`config.mk`:
```
export PLATFORM = sky130hd
export DESIGN_NAME = etc_timer
export DESIGN_NICKNAME = d
export VERILOG_FILES = /design/src/etc_pkg.sv /design/src/etc_timer.sv
export VERILOG_INCLUDE_DIRS = /design/src
export SDC_FILE = /design/constraint.sdc
export NUM_CORES = 1
export LEC_CHECK = 0
export BUFFER_PORTS_ARGS = -buffer_cell sky130_fd_sc_hd__buf_4
export CAP_MARGIN = 20
export CORE_MARGIN = 1.5
export CORE_UTILIZATION = 50
export DETAILED_ROUTE_END_ITERATION = 8
export PLACE_DENSITY = 0.68
export SYNTH_ARGS = -nofsm -noshare
export SYNTH_HDL_FRONTEND = slang
export SYNTH_SLANG_ARGS = --single-unit
```
`constraint.sdc`:
```
create_clock -name refClk -period 2.5 [get_ports refClk]
set_input_delay 0.5 -clock refClk [delete_from_list [all_inputs] [get_ports refClk]]
set_output_delay 0.5 -clock refClk [all_outputs]
set_load 0.05 [all_outputs]
```
`src/etc_cfg.svh`:
```
`ifndef ETC_CFG_SVH
`define ETC_CFG_SVH
// register byte offsets
`define ETC_OFF_CTRL 8'h00
`define ETC_OFF_COUNT 8'h01
`define ETC_OFF_CMP 8'h02
`define ETC_OFF_FLAG 8'h03
`define ETC_OFF_MASK 8'h04
// control register fields
`define ETC_CS_LSB 0
`define ETC_CS_MSB 2
`define ETC_WGM0_BIT 3
`define ETC_WGM1_BIT 6
`define ETC_COM_LSB 4
`define ETC_COM_MSB 5
`define ETC_FOC_BIT 7
// flag / mask fields
`define ETC_OVF_BIT 0
`define ETC_CMF_BIT 1
// reset value, count limits and synchroniser depth
`define ETC_RST_BYTE 8'h00
`define ETC_BOTTOM 8'h00
`define ETC_MAX 8'hFF
`define ETC_EXT_SYNC 2
`endif

```
`src/etc_pkg.sv`:
```
package etc_pkg;
  typedef enum logic [1:0] {ETC_NORMAL, ETC_PWM_PC, ETC_CTC, ETC_PWM_FAST} etc_mode_e;
  // register port request
  typedef struct packed {
    logic [7:0] addr;
    logic [7:0] wdata;
    logic wr;
    logic rd;
  } etc_req_s;
  // flags served by the interrupt unit
  typedef struct packed {
    logic ovf;
    logic cmp;
  } etc_ack_s;
  typedef logic [7:0] etc_byte_t;
endpackage

```
`src/etc_timer.sv`:
```
`timescale 1ns/1ps
`include "etc_cfg.svh"
// Overview of operation
// - count and compare are 8-bit read/write registers
// - each flag in flag reg, gated by mask
// - tick from prescaler or external count pin
// - clock select picks source and edge
// - select zero stops counter, value held
// - continuous compare sets compare-match flag
// - compare register is double buffered
// - match drives waveform on compare output pin
// - bottom indication when count becomes 0x00
// - max recognised when count becomes 0xFF
// - top is 0xFF or compare value
// - counter counts up/down by one, clears
// - each tick clears, increments or decrements
// - count readable/writable without any tick
// - software count write beats tick update
// - waveform mode bits set count sequence
// - overflow flag set per mode, requests interrupt
// - match flag set next tick; clear by ack/one
// - count write blocks matches next tick
// - buffering only in pwm modes, else direct
// - normal mode wraps, overflow when zero
module etc_timer #(
  parameter int PRESC_W = 10
) (
  // clock and reset
  input wire logic refClk,
  input wire logic nrst,
  // register port
  input wire etc_pkg::etc_req_s busReq,
  output logic [7:0] busRdata,
  // interrupt unit
  input wire etc_pkg::etc_ack_s irqAck,
  output logic ovfIrq,
  output logic cmpIrq,
  // pins
  input wire logic externalCountPin,
  output logic compareOutputPin,
  // status
  output logic bottomInd,
  output logic topInd,
  output logic maxInd
);
  import etc_pkg::*;

  // the /1024 tap needs ten prescaler bits
  if (PRESC_W < 10 || PRESC_W > 16) begin : g_presc_chk
    $error("etc_timer: PRESC_W must be 10..16");
  end

  // request decode used by several processes
  function automatic logic hit(input etc_req_s r, input logic [7:0] off, input logic isWr);
    hit = (isWr ? r.wr : r.rd) && (r.addr == off);
  endfunction

  logic [7:0] ctrl_ff;
  logic [7:0] count_ff;
  logic [7:0] cmpBuf_ff;
  logic [7:0] cmpAct_ff;
  logic [1:0] flag_ff;
  logic [1:0] mask_ff;
  logic [PRESC_W-1:0] presc_ff;
  logic [`ETC_EXT_SYNC-1:0] extSync_ff;
  logic extLast_ff;
  logic dirDown_ff;
  logic blockMatch_ff;
  logic matchSeen_ff;
  logic [7:0] busRdata_ff;
  logic ocOut_ff;
  logic ovfIrq_ff;
  logic cmpIrq_ff;
  logic bottom_ff;
  logic top_ff;
  logic max_ff;
  logic [2:0] clkSel;
  logic [1:0] com;
  etc_mode_e mode;
  logic tick;
  logic isPwm;
  logic [7:0] topVal;
  logic cntWr;
  logic [7:0] nxt_count;
  logic nxt_dirDown;
  logic ovfSet;
  logic match;
  logic foc;
  logic [1:0] flagSet;
  logic [1:0] flagClr;

  assign clkSel = ctrl_ff[`ETC_CS_MSB:`ETC_CS_LSB];
  assign com = ctrl_ff[`ETC_COM_MSB:`ETC_COM_LSB];
  assign mode = etc_mode_e'({ctrl_ff[`ETC_WGM1_BIT], ctrl_ff[`ETC_WGM0_BIT]});
  assign isPwm = (mode == ETC_PWM_PC) || (mode == ETC_PWM_FAST);
  assign topVal = (mode == ETC_CTC) ? cmpAct_ff : `ETC_MAX;
  assign cntWr = hit(busReq, `ETC_OFF_COUNT, 1'b1);
  assign foc = hit(busReq, `ETC_OFF_CTRL, 1'b1) && busReq.wdata[`ETC_FOC_BIT] && !isPwm;
  assign match = (count_ff == cmpAct_ff);

  // prescaler free-runs; external pin synchronised before edge detect
  always_ff @(posedge refClk or negedge nrst) begin
    if (!nrst) begin
      presc_ff <= '0;
      extSync_ff <= '0;
      extLast_ff <= 1'b0;
    end else begin
      presc_ff <= presc_ff + 1'b1;
      extSync_ff <= {extSync_ff[`ETC_EXT_SYNC-2:0], externalCountPin};
      extLast_ff <= extSync_ff[`ETC_EXT_SYNC-1];
    end
  end

  // tick source and edge selection; taps at /8,/64,/256,/1024
  always_comb begin
    case (clkSel)
      3'd0: tick = 1'b0;
      3'd1: tick = 1'b1;
      3'd2: tick = &presc_ff[2:0];
      3'd3: tick = &presc_ff[5:0];
      3'd4: tick = &presc_ff[7:0];
      3'd5: tick = &presc_ff[9:0];
      3'd6: tick = extLast_ff && !extSync_ff[`ETC_EXT_SYNC-1];
      3'd7: tick = !extLast_ff && extSync_ff[`ETC_EXT_SYNC-1];
      default: tick = 1'b0;
    endcase
  end

  // next count per mode; phase correct turns at top and bottom
  always_comb begin
    nxt_count = count_ff;
    nxt_dirDown = dirDown_ff;
    ovfSet = 1'b0;
    case (mode)
      ETC_NORMAL, ETC_PWM_FAST: begin
        nxt_count = count_ff + 8'h01;
        nxt_dirDown = 1'b0;
        ovfSet = (count_ff == `ETC_MAX);
      end
      ETC_CTC: begin
        nxt_count = (count_ff == topVal) ? `ETC_BOTTOM : count_ff + 8'h01;
        nxt_dirDown = 1'b0;
        ovfSet = (count_ff == `ETC_MAX);
      end
      ETC_PWM_PC: begin
        if (dirDown_ff) begin
          nxt_count = count_ff - 8'h01;
          if (count_ff == 8'h01) begin
            nxt_dirDown = 1'b0;
          end
        end else begin
          nxt_count = count_ff + 8'h01;
          if (count_ff == 8'h FE) begin
            nxt_dirDown = 1'b1;
          end
        end
        // overflow on the tick that brings the down count to bottom
        ovfSet = dirDown_ff && (count_ff == 8'h01);
      end
      default: begin
        nxt_count = count_ff;
      end
    endcase
  end

  // control, mask and count registers
  always_ff @(posedge refClk or negedge nrst) begin
    if (!nrst) begin
      ctrl_ff <= `ETC_RST_BYTE;
      mask_ff <= 2'b00;
      count_ff <= `ETC_RST_BYTE;
      dirDown_ff <= 1'b0;
    end else begin
      if (hit(busReq, `ETC_OFF_CTRL, 1'b1)) begin
        ctrl_ff <= {1'b0, busReq.wdata[6:0]}; // force strobe never stored
      end
      if (hit(busReq, `ETC_OFF_MASK, 1'b1)) begin
        mask_ff <= busReq.wdata[1:0];
      end
      if (cntWr) begin
        count_ff <= busReq.wdata;
      end else if (tick) begin
        count_ff <= nxt_count;
        dirDown_ff <= nxt_dirDown;
      end
    end
  end

  // compare buffer: direct in non-pwm, loaded on the tick at top (0xFF) in pwm
  always_ff @(posedge refClk or negedge nrst) begin
    if (!nrst) begin
      cmpBuf_ff <= `ETC_RST_BYTE;
      cmpAct_ff <= `ETC_RST_BYTE;
    end else begin
      if (hit(busReq, `ETC_OFF_CMP, 1'b1)) begin
        cmpBuf_ff <= busReq.wdata;
      end
      if (!isPwm) begin
        cmpAct_ff <= hit(busReq, `ETC_OFF_CMP, 1'b1) ? busReq.wdata : cmpBuf_ff;
      end else if (tick && (mode == ETC_PWM_FAST ? count_ff == `ETC_MAX : count_ff == `ETC_MAX)) begin
        cmpAct_ff <= cmpBuf_ff; // update at top
      end
    end
  end

  // match sampled, flag set on following tick; count write blocks one tick
  always_ff @(posedge refClk or negedge nrst) begin
    if (!nrst) begin
      blockMatch_ff <= 1'b0;
      matchSeen_ff <= 1'b0;
    end else begin
      if (cntWr) begin
        blockMatch_ff <= 1'b1;
      end else if (tick) begin
        blockMatch_ff <= 1'b0;
      end
      // a write also drops a pending match, so no stale flag lands after it
      if (cntWr) begin
        matchSeen_ff <= 1'b0;
      end else if (tick) begin
        matchSeen_ff <= match && !blockMatch_ff;
      end
    end
  end

  // set and clear requests per flag bit
  assign flagSet[`ETC_OVF_BIT] = tick && ovfSet && !cntWr;
  assign flagSet[`ETC_CMF_BIT] = tick && matchSeen_ff;
  assign flagClr[`ETC_OVF_BIT] = irqAck.ovf || (hit(busReq, `ETC_OFF_FLAG, 1'b1) && busReq.wdata[`ETC_OVF_BIT]);
  assign flagClr[`ETC_CMF_BIT] = irqAck.cmp || (hit(busReq, `ETC_OFF_FLAG, 1'b1) && busReq.wdata[`ETC_CMF_BIT]);

  // flags: hardware set wins over software or ack clear
  always_ff @(posedge refClk or negedge nrst) begin
    if (!nrst) begin
      flag_ff <= 2'b00;
    end else begin
      for (int i = 0; i < 2; i++) begin
        if (flagSet[i]) begin
          flag_ff[i] <= 1'b1;
        end else if (flagClr[i]) begin
          flag_ff[i] <= 1'b0;
        end
      end
    end
  end

  // waveform generator: non-pwm com 1 toggle, 2 clear, 3 set; pwm com 2 sets at bottom, com 3 clears
  always_ff @(posedge refClk or negedge nrst) begin
    if (!nrst) begin
      ocOut_ff <= 1'b0;
    end else if ((tick && matchSeen_ff) || foc) begin
      if (isPwm) begin
        // com zero leaves the pin alone in pwm as well
        if (com[1]) begin
          ocOut_ff <= com[0];
        end
      end else begin
        case (com)
          2'd1: ocOut_ff <= !ocOut_ff;
          2'd2: ocOut_ff <= 1'b0;
          2'd3: ocOut_ff <= 1'b1;
          default: ocOut_ff <= ocOut_ff;
        endcase
      end
    end else if (isPwm && tick && count_ff == `ETC_BOTTOM && com[1]) begin
      ocOut_ff <= !com[0];
    end
  end

  // registered outputs and read data
  always_ff @(posedge refClk or negedge nrst) begin
    if (!nrst) begin
      busRdata_ff <= 8'h00;
      ovfIrq_ff <= 1'b0;
      cmpIrq_ff <= 1'b0;
      bottom_ff <= 1'b0;
      top_ff <= 1'b0;
      max_ff <= 1'b0;
    end else begin
      busRdata_ff <= 8'h00;
      if (busReq.rd) begin
        case (busReq.addr)
          `ETC_OFF_CTRL: busRdata_ff <= ctrl_ff;
          `ETC_OFF_COUNT: busRdata_ff <= count_ff;
          `ETC_OFF_CMP: busRdata_ff <= cmpBuf_ff;
          `ETC_OFF_FLAG: busRdata_ff <= {6'd0, flag_ff};
          `ETC_OFF_MASK: busRdata_ff <= {6'd0, mask_ff};
          default: busRdata_ff <= 8'h00;
        endcase
      end
      ovfIrq_ff <= flag_ff[`ETC_OVF_BIT] && mask_ff[`ETC_OVF_BIT];
      cmpIrq_ff <= flag_ff[`ETC_CMF_BIT] && mask_ff[`ETC_CMF_BIT];
      bottom_ff <= (count_ff == `ETC_BOTTOM);
      top_ff <= (count_ff == topVal);
      max_ff <= (count_ff == `ETC_MAX);
    end
  end

  assign busRdata = busRdata_ff;
  assign ovfIrq = ovfIrq_ff;
  assign cmpIrq = cmpIrq_ff;
  assign compareOutputPin = ocOut_ff;
  assign bottomInd = bottom_ff;
  assign topInd = top_ff;
  assign maxInd = max_ff;

  chk_stop_holds: assert property (@(posedge refClk) disable iff (!nrst)
    (clkSel == 3'd0 && !cntWr) |=> $stable(count_ff)) else $error("count moved while stopped");
  chk_write_wins: assert property (@(posedge refClk) disable iff (!nrst)
    cntWr |=> count_ff == $past(busReq.wdata)) else $error("count write lost");
  chk_ovf_normal: assert property (@(posedge refClk) disable iff (!nrst)
    (tick && !cntWr && mode == ETC_NORMAL && count_ff == 8'hFF) |=> count_ff == 8'h00 && flag_ff[0])
    else $error("normal wrap missing overflow");
  chk_block_write: assert property (@(posedge refClk) disable iff (!nrst)
    cntWr |=> !matchSeen_ff) else $error("match not blocked after write");
  chk_irq_gate: assert property (@(posedge refClk) disable iff (!nrst)
    ##1 cmpIrq == $past(flag_ff[1] && mask_ff[1])) else $error("irq gating wrong");
  chk_bottom_ind: assert property (@(posedge refClk) disable iff (!nrst)
    count_ff == 8'h00 |=> bottomInd) else $error("bottom missing");
  chk_max_ind: assert property (@(posedge refClk) disable iff (!nrst)
    count_ff == 8'hFF |=> maxInd) else $error("max missing");
  chk_cmf_set: assert property (@(posedge refClk) disable iff (!nrst)
    (tick && matchSeen_ff) |=> flag_ff[1]) else $error("compare flag not set");
  chk_direct_cmp: assert property (@(posedge refClk) disable iff (!nrst)
    (!isPwm && hit(busReq, 8'h02, 1'b1)) |=> cmpAct_ff == $past(busReq.wdata)) else $error("direct compare failed");
  chk_pc_ovf: assert property (@(posedge refClk) disable iff (!nrst)
    (tick && !cntWr && mode == ETC_PWM_PC && dirDown_ff && count_ff == 8'h01) |=> count_ff == 8'h00 && flag_ff[0])
    else $error("phase correct overflow missing");
  chk_pwm_hold: assert property (@(posedge refClk) disable iff (!nrst)
    (isPwm && !(tick && count_ff == 8'hFF)) |=> $stable(cmpAct_ff)) else $error("buffered compare moved early");
  cov_wrap: cover property (@(posedge refClk) disable iff (!nrst) tick && count_ff == 8'hFF);
  cov_match: cover property (@(posedge refClk) disable iff (!nrst) tick && matchSeen_ff);
  cov_pc_turn: cover property (@(posedge refClk) disable iff (!nrst) mode == ETC_PWM_PC && dirDown_ff);
  cov_fast_bottom: cover property (@(posedge refClk) disable iff (!nrst) mode == ETC_PWM_FAST && tick && count_ff == 8'h00);
endmodule

```
== After elaboration in Yosys (flattened, before gate mapping) ==
Cells that the tools add are included.

* Equal/unequal tests: 25
* Multiplexer cells: 30
* Add/subtract/negate cells: 3
* Bitwise operators: 1
* Reductions and logical operators: 49

{| class="wikitable"
|+ Operators with widths
! cell !! count
|-
| two-way mux 8 bit || 9
|-
| one-hot mux 8 bit (5 select lines) || 1
|-
| one-hot mux 8 bit (3 select lines) || 1
|-
| logical AND 1 bit || 22
|-
| equality test 8 x 1 -> 1 bit (second input constant) || 2
|-
| equality test 8 x 2 -> 1 bit (second input constant) || 2
|-
| equality test 8 bit || 2
|-
| equality test 8 bit (second input constant) || 2
|-
| logical NOT 8 bit || 2
|-
| two-way mux 1 bit || 15
|-
| equality test 3 bit (second input constant) || 4
|-
| adder 10 x 1 -> 10 bit (second input constant) || 1
|-
| AND reduction 10 bit || 1
|-
| adder 8 x 1 -> 8 bit (second input constant) || 1
|-
| equality test 2 bit (second input constant) || 4
|-
| equality test 8 x 3 -> 1 bit (second input constant) || 1
|-
| one-hot mux 1 bit (8 select lines) || 1
|-
| AND reduction 8 bit || 1
|-
| nonzero test 2 bit || 4
|-
| subtractor 8 x 1 -> 8 bit (second input constant) || 1
|-
| logical NOT 1 bit || 7
|-
| equality test 3 x 2 -> 1 bit (second input constant) || 2
|-
| AND reduction 3 bit || 2
|-
| AND reduction 6 bit || 1
|-
| 14 further kinds || 19
|}

* Bits in registers: 65
* Input port bits: 23

== Longest topological paths before layout ==
Gate-level depths: netlist (run 1).

* Depth in word-level cells: 8
* Mapped depth: 9
* Mapped depth without buffers: 8

== Worst setup path before layout (run 1) ==
Ideal clock, no wire load.

* Path kind: input to register
* Start point: input port busReq[13] (netlist name)
* End point: register cmpAct_ff[0]
* Arrival: 2.282 ns
* Stages: 8
* Data required time: 2.381 ns
* Setup slack: 0.100 ns
* Cells stage by stage: or4_4 > nor4b_4 > nand3b_1 > buf_4 > nand2b_1 > buf_2 > o22a_1 > o21a_1

* Longest elaborated chain between the ends: 4

{| class="wikitable"
|+ RTL lines
! item !! RTL line !! source
|-
| start: declaration || etc_timer.sv:32 || <nowiki>input wire etc_pkg::etc_req_s busReq,</nowiki>
|-
| equality test 8 x 2 -> 1 bit || etc_timer.sv:55 || <nowiki>hit = (isWr ? r.wr : r.rd) && (r.addr == off);</nowiki>
|-
| logical AND 1 bit || etc_timer.sv:55 ||
|-
| two-way mux 8 bit || n/a ||
|-
| two-way mux 8 bit || etc_timer.sv:198 || <nowiki>if (!isPwm) begin</nowiki>
|-
| end signal: assignment || etc_timer.sv:193 || <nowiki>cmpAct_ff <= `ETC_RST_BYTE;</nowiki>
|-
| end signal: assignment || etc_timer.sv:199 || <nowiki>cmpAct_ff <= hit(busReq, `ETC_OFF_CMP, 1'b1) ? busReq.wdata : cmpBuf_ff;</nowiki>
|-
| end signal: assignment || etc_timer.sv:201 || <nowiki>cmpAct_ff <= cmpBuf_ff;</nowiki>
|-
| end: declaration || etc_timer.sv:61 || <nowiki>logic [7:0] cmpAct_ff;</nowiki>
|}

Every way passes these cells.
A chain may end at the register's enable or synchronous reset.

== Final worst setup path (run 1) ==
* Start point: register ctrl_ff[3]
* End point: register count_ff[7]

* Longest elaborated chain between the ends: 7

{| class="wikitable"
|+ RTL lines
! item !! RTL line !! source
|-
| start: declaration || etc_timer.sv:58 || <nowiki>logic [7:0] ctrl_ff;</nowiki>
|-
| start signal: assignment || etc_timer.sv:169 || <nowiki>ctrl_ff <= `ETC_RST_BYTE;</nowiki>
|-
| start signal: assignment || etc_timer.sv:175 || <nowiki>ctrl_ff <= {1'b0, busReq.wdata[6:0]};</nowiki>
|-
| equality test 2 bit || etc_timer.sv:96, etc_timer.sv:134 ||
|-
| two-way mux 8 bit (no source line) || n/a ||
|-
| equality test 8 bit || etc_timer.sv:141 || <nowiki>nxt_count = (count_ff == topVal) ? `ETC_BOTTOM : count_ff + 8'h01;</nowiki>
|-
| two-way mux 8 bit || etc_timer.sv:141 ||
|-
| one-hot mux 8 bit (3 select lines) * || etc_timer.sv:134 || <nowiki>case (mode)</nowiki>
|-
| two-way mux 8 bit * || etc_timer.sv:182 || <nowiki>end else if (tick) begin</nowiki>
|-
| two-way mux 8 bit * || etc_timer.sv:180 || <nowiki>if (cntWr) begin</nowiki>
|-
| end signal: assignment || etc_timer.sv:171 || <nowiki>count_ff <= `ETC_RST_BYTE;</nowiki>
|-
| end signal: assignment || etc_timer.sv:181 || <nowiki>count_ff <= busReq.wdata;</nowiki>
|-
| end signal: assignment || etc_timer.sv:183 || <nowiki>count_ff <= nxt_count;</nowiki>
|-
| end: declaration || etc_timer.sv:59 || <nowiki>logic [7:0] count_ff;</nowiki>
|}

Mark *: on every way between the ends. The rest lies on a longest branch, timed or not. The select of a mux whose other input is x is not followed.

==> reports/metrics.cfg, run 1 <==
[status]
status = finished, final reports clean

[route]
first_pass_iters = 5
drc = 0
routedWlPerCell_um = 18.08
detail-route-antenna-nets = 0
dr_total_vias = 2801
vias_per_cell = 5.985
wl_um = 8461
drt_iter0_markers = 166

[setup_path]
regToRegSetupSlack_ps = 230
critPathKind = register to register
cp.arrival_ps = 2510
startpoint_type = register
cp_max_fo = 6
required_ps = 2730
crit_path_end_kind = register

[die]
core_area_um2 = 6719
die_h_um = 85.90
die_w_um = 85.90
die_area_um2 = 7378
pin_count = 37
rows = 30
initial_core_util_pct = 51.14

[timing]
hold_viol = 0
finalCriticalPeriod_ps = 2275
fin_skew_ps = 10.09
drv_slew = 0
tns_ps = 0
setup_viol = 0
fin_crit_sh_pct = 90.98
holdWs_ps = 238.3
worstMarginPinSlew_ps = 812.2
slew_headroom_pct = 45.86
rsz0062_at_grt = false
fmax_mhz = 439.7

[finish]
multi_input_area_um2 = 1690
nFillCells = 572
diodes = 0
layout-drive-gt1-share_pct = 24.48
seq_area_um2 = 1627
syn_to_final_growth_pct = 19.26
layout.nets = 416

[placement]
io_buffer_count = 36
gp_congestion = 0.8731
hpwlAfterDp_um = 6120

[power_and_ir_drop]
p_int_mw = 2.058
p_leak_nw = 1.861
pwr-share-seq_pct = 39.9
ir_drop_v = 0.0004213
p_per_area_nw_per_um2 = 770.9
switching_share_pct = 34.85
pwr-share-clk_pct = 29.3
comb_power_share_pct = 30.8
netSwitchingPower_mw = 1.101

[clock_network]
cts-resized-gates = 0
cts_buffers = 9
clock_latency_ps = 350
postCtsSetupRepairBufs = 0
cts_buffer_depth = 2
cts_sinks = 65
cts.reportedPaths.clkPinSlew_ps = 70
htreeDepth = 3
cts_tree = yes
cts_root_buffer = clkbuf_8
cts_hold_buf = 0

[synthesis]
yosysMostFrequentCell = dfrtp_1
seq_area_frac_synth_pct = 47.34
synth_cells = 330
synthAdderAreaFrac_pct = 3.642
async_reset_ff_share_pct = 100.0
synthXorXnorAreaFrac_pct = 4.079
synth_common_cells = dfrtp_1 (65), nor2_1 (27), a21oi_1 (17), inv_1 (17), mux2_2 (17)
muxShareOfSynthArea_pct = 8.339
ys_ff_latch = 65
synth_area_leader_cell = dfrtp_1
yosys_most_used_dff = dfrtp_1
yosys.area_share.simple_pct = 16.39
syn_area_um2 = 3436
synth-edff-count = 0
synth.top_cell.area_share_pct = 47.34
ys.warnings.count = 0
synth_area_leaders = dfrtp_1 (47%), mux2_2 (5.6%), ha_1 (3.6%), xnor2_1 (3.3%), nor2_1 (2.9%)
synth_compound_area_share_pct = 16.75
syn_avg_cell_area_um2 = 10.41
synth_cell_types = 57
synthesis.nets = 363
synth_top_family_by_area = compound AO/OA/AOI/OAI gates

[global_route]
antenna_found_initial = 0
grt_pass1_vias = 2770
grt_overflow = 0
grt_pass1_wl_um = 13960
grtUsageTotal_pct = 24.86
grt_max_degree = 66

[flow_run]
max_cap_viol_count = 0

[worst_hold_path]
hold_path_class = primary input to asynchronous set/reset pin

-- registers in the layout, indices dropped and copies added (netlist names), 2 cells and up --
name        flops
busRdata        8
ctrl_ff         7
extSync_ff      2
cmpBuf_ff       8
presc_ff       10
count_ff        8
mask_ff         2
flag_ff         2
cmpAct_ff       8
-- layout by cell type, fill, tap and decap left out, types with 4 or more instances in the layout --
master / n
nand3_1: 14
and3_1: 6
dfrtp_1: 65
a21oi_1: 17
buf_4: 55
clkbuf_8: 10
mux2i_1: 5
o22a_1: 9
nor2_1: 27
nor3_1: 6
a31oi_1: 4
o21ai_0: 5
mux2_2: 17
xnor2_1: 13
a221oi_1: 4
nand3b_1: 4
inv_1: 17
nand2_1: 16
nand2b_1: 4
ha_1: 10
o22ai_1: 9
nor2b_1: 6
o21a_1: 8
-- worst max-delay path, cell delays in order (launching register included) --
cell and delay [ps]:
dfrtp_1 430, inv_1 80, ha_1 250, nor2b_1 160
o22ai_1 100, o41ai_1 350, o211ai_1 190, buf_4 200
a221oi_1 310, nor2_1 70
-- stage by stage --
step / utilization (%) / area (um^2) / std cells / total power [mW] / worst slack (ps)
2_1_floorplan: - / 3436 / 330 / 1.863 / 99.62
3_3_place_gp: 57.84 / 3886 / 451 / 2.217 / 123.4
3_5_place_dp: 57.84 / 3886 / 451 / 2.229 / 116.8
4_1_cts: 60.88 / 4090 / 467 / 3.157 / 215.6
5_1_grt: 60.99 / 4098 / 468 / 3.322 / 6.822
6_report: 60.99 / 4098 / 468 / 3.159 / 225.5
-- layout make-up --
type / count / share of cell area [%]
Clock buffer: 10 / 3.359
Clock inverter: 6 / 1.618
Inverter: 17 / 1.557
Multi-Input combinational cell: 235 / 41.25
Sequential cell: 65 / 39.69
Tap cell: 80 / 2.443
Timing Repair Buffer: 55 / 10.08
-- path summary, 6_finish.rpt --
path	end	cells after the start	startpoint
max	count_ff[7]	9	ctrl_ff[3]
min	presc_ff[4]	1	nrst
max reg2reg	count_ff[7]	9	ctrl_ff[3]
min reg2reg	extSync_ff[1]	0	extSync_ff[0]
max in group asynchronous	ctrl_ff[6]	1	nrst
min in group refClk	extSync_ff[0]	1	externalCountPin
-- logic make-up (layout without fill, tap and decap cells) --
| logic type | after synthesis | count (layout) |
|---|---|---|
| buf+inv | 30 | 88 |
| mux | 24 | 24 |
| flops | 65 | 65 |
| xor+xnor | 16 | 16 |
| simple gates | 104 | 104 |
| fa+ha+maj | 10 | 10 |
| compound gates | 81 | 81 |
-- metal layers --
metal / share of wire (%) / routed length, um / up-vias / global-route usage [%]
met5: 0 / 0 / - / 0
met4: 2.6 / 219 / 0 / 10.26
met3: 6.6 / 561 / 17 / 6.449
met2: 48 / 4037 / 113 / 38.94
met1: 43 / 3642 / 1353 / 32.96
li1: - / - / 1318 / -
-- power groups by stage --
stage               combinational (mW)  clock, mW  sequential (mW)
floorplan                        0.593          0             1.27
global placement                 0.941          0             1.28
detailed placement               0.951          0             1.28
CTS                              0.956      0.943             1.26
global route                      1.06      0.986             1.28
finish                           0.974      0.925             1.26
Power figures use the tool's default switching activity.
==> inputs of run 2 (changes only) <==
ABC_AREA = 1   (was unset)
PLACE_DENSITY = 0.67   (was 0.68)
==> reports/metrics.cfg, run 2 <==
[power_and_ir_drop]
comb_power_share_pct = 22.1  ; -8.7 points
pwr-share-clk_pct = 36.5  ; +7.2 points
ir_drop_v = 0.0003781  ; -10%
p_leak_nw = 2.184  ; +17%
switching_share_pct = 32.15  ; -2.7 points
p_per_area_nw_per_um2 = 711.9  ; -7.6%
pwr-share-seq_pct = 41.4  ; +1.5 points
netSwitchingPower_uw = 961.1  ; -13%
finalPower_mw = 2.989  ; -5.4%
p_int_mw = 2.028  ; -1.4%

[synthesis]
yosys_most_used_dff = dfrtp_1
syn_avg_cell_area_um2 = 7.823  ; -25%
synth_cells = 460  ; +39%
ys_ff_latch = 65  ; unchanged
async_reset_ff_share_pct = 100.0  ; unchanged
synth.top_cell.area_share_pct = 45.20  ; -2.1 points
syn_area_um2 = 3598  ; +4.7%
synth-edff-count = 0  ; unchanged
synth_common_cells = nand2_1 (136), inv_1 (66), dfrtp_1 (65), nand3_1 (37), o21ai_0 (35)
synthesis.nets = 493  ; +36%
synth_area_leader_cell = dfrtp_1
synth_cell_types = 35  ; -39%
seq_area_frac_synth_pct = 45.20  ; -2.1 points
ys.warnings.count = 0  ; unchanged
synth_area_leaders = dfrtp_1 (45%), nand2_1 (14%), inv_1 (6.9%), nand3_1 (5.1%), o21ai_0 (4.9%)
yosysMostFrequentCell = nand2_1

[die]
core_area_um2 = 6869  ; +2.2%
rows = 30  ; unchanged
die_h_um = 87.84  ; +2.3%
die_area_um2 = 7715  ; +4.6%
die_w_um = 87.84  ; +2.3%
pin_count = 37  ; unchanged
initial_core_util_pct = 52.39  ; +1.3 points

[clock_network]
cts-resized-gates = 0  ; unchanged
cts.reportedPaths.clkPinSlew_ps = 80  ; about the same
cts_buffer_depth = 2  ; unchanged
cts_tree = yes
cts_sinks = 65  ; unchanged
postCtsSetupRepairBufs = 0  ; unchanged
clock_latency_ps = 360  ; about the same
htreeDepth = 3  ; unchanged
cts_buffers = 9  ; unchanged
cts_hold_buf = 0  ; unchanged
cts_root_buffer = clkbuf_8

[timing]
setup_viol = 0  ; unchanged
worstMarginPinSlew_ps = 822.1  ; +9.964 ps
rsz0062_at_grt = false
hold_viol = 0  ; unchanged
tns_ps = 0  ; unchanged
fin_skew_ps = 12.31  ; +2.226 ps
fin_crit_sh_pct = 80.27  ; -11 points
holdWs_ps = 221.6  ; -16.78 ps
drv_slew = 0  ; unchanged
fmax_mhz = 498.3  ; +13%
finalCriticalPeriod_ps = 2007  ; -267.7 ps
slew_headroom_pct = 45.19  ; -0.66 points

[finish]
syn_to_final_growth_pct = 16.69
finish.instance_area_um2 = 4199  ; +2.5%
layout.nets = 537  ; +29%
fin_cells = 605  ; +29%
final_cell_mix = nand2_1 (136), inv_1 (66), dfrtp_1 (65), buf_4 (40), nand3_1 (37)
diodes = 0  ; unchanged
layout_commonest_cell = nand2_1
layout-drive-gt1-share_pct = 14.73  ; -9.7 points
top_register = presc_ff
largest_register_ffs = 10  ; unchanged

[global_route]
grtUsageTotal_pct = 27.68  ; +2.8 points
grt_pass1_vias = 3182  ; +15%
grt_max_degree = 66  ; unchanged
antenna_found_initial = 0  ; unchanged
grt_overflow = 0  ; unchanged
grt_pass1_wl_um = 15830  ; +13%

[placement]
io_buffer_count = 36  ; unchanged
gp_congestion = 0.9170  ; +5.0%
place_area_um2 = 3956  ; +1.8%
place_inst = 589  ; +31%
hpwlAfterDp_um = 6997  ; +14%

[route]
drt_iter0_markers = 205  ; +23%
dr_total_vias = 3177  ; +13%
first_pass_iters = 4  ; -1
vias_per_cell = 5.251  ; -12%
routedWlPerCell_um = 15.57  ; -14%
detail-route-antenna-nets = 0  ; unchanged
wl_um = 9421  ; +11%
drc = 0  ; unchanged

[setup_path]
cp_max_fo = 9  ; +3
cp.arrival_ps = 2300  ; -210 ps
critPathKind = register to register
required_ps = 2790  ; +60 ps
startpoint_type = register
crit_path_end_kind = register

[flow_run]
max_cap_viol_count = 0  ; unchanged

[status]
status = finished, final reports clean

[worst_hold_path]
hold_path_class = primary input to asynchronous set/reset pin

==> run 2: through the flow <==
step	utilization (%)	setup WS, ps
global route	61.13	269.4
detailed placement	57.60	470.1
CTS	61.13	493.6
global placement	57.60	476.0
floorplan	-	830.9
finish	61.13	493.2
==> run 2: power by group through the flow <==
stage          Clock (mW)  Sequential (mW)  Combinational [mW]
3_5_place_dp            0             1.25               0.651
6_report             1.09             1.24               0.662
5_1_grt              1.15             1.25               0.752
4_1_cts              1.10             1.24               0.656
2_1_floorplan           0             1.24               0.443
3_3_place_gp            0             1.25               0.644
==> run 2: cell families after synthesis <==
group | Yosys count | synth area share [%]
buffers and inverters | 78 | 9.144
and+or+nand+nor | 226 | 28.20
adders and majority gates | 10 | 3.477
DFF | 65 | 45.20
xor gates and xnor gates | 15 | 3.651
AOI/OAI and AO/OA | 66 | 10.33
==> run 2: layout make-up <==
class	count	area [um^2]
multi-input combinational	317	1643
clock buffer	9	123.9
fill	635	2670
timing repair buffer	40	300.3
tap	96	120.1
clock inverter	7	118.9
sequential	65	1627
inverter	71	266.5
==> run 2: final timing paths <==
kind	startpoint	endpoint	slack (ps)	cells past startpoint
hold reg to reg	extSync_ff[0]	extSync_ff[1]	350	0
setup / recovery	presc_ff[0]	count_ff[4]	490	11
min in group refClk	externalCountPin	extSync_ff[0]	260	1
setup reg to reg	presc_ff[0]	count_ff[4]	490	11
hold / removal	nrst	ovfIrq	220	1
max in group asynchronous	nrst	cmpAct_ff[6]	1720	1
==> run 2: layer usage <==
metal | global-route usage [%] | routed length (um) | vias up
met4 | 13.42 | 256 | 0
li1 | - | - | 1558
met2 | 44.34 | 4570 | 91
met3 | 5.467 | 511 | 26
met5 | 0 | 0 | -
met1 | 36.01 | 4082 | 1502
==> run 2: worst max-delay path: stages (launching register included) <==
cell	delay, ps
dfrtp_1	420
ha_1	230
ha_1	200
nand2_1	60
a21oi_1	50
o21ai_0	90
nand2_2	170
nor2_2	390
nand2_1	80
o21ai_0	90
inv_1	70
nand2_1	80
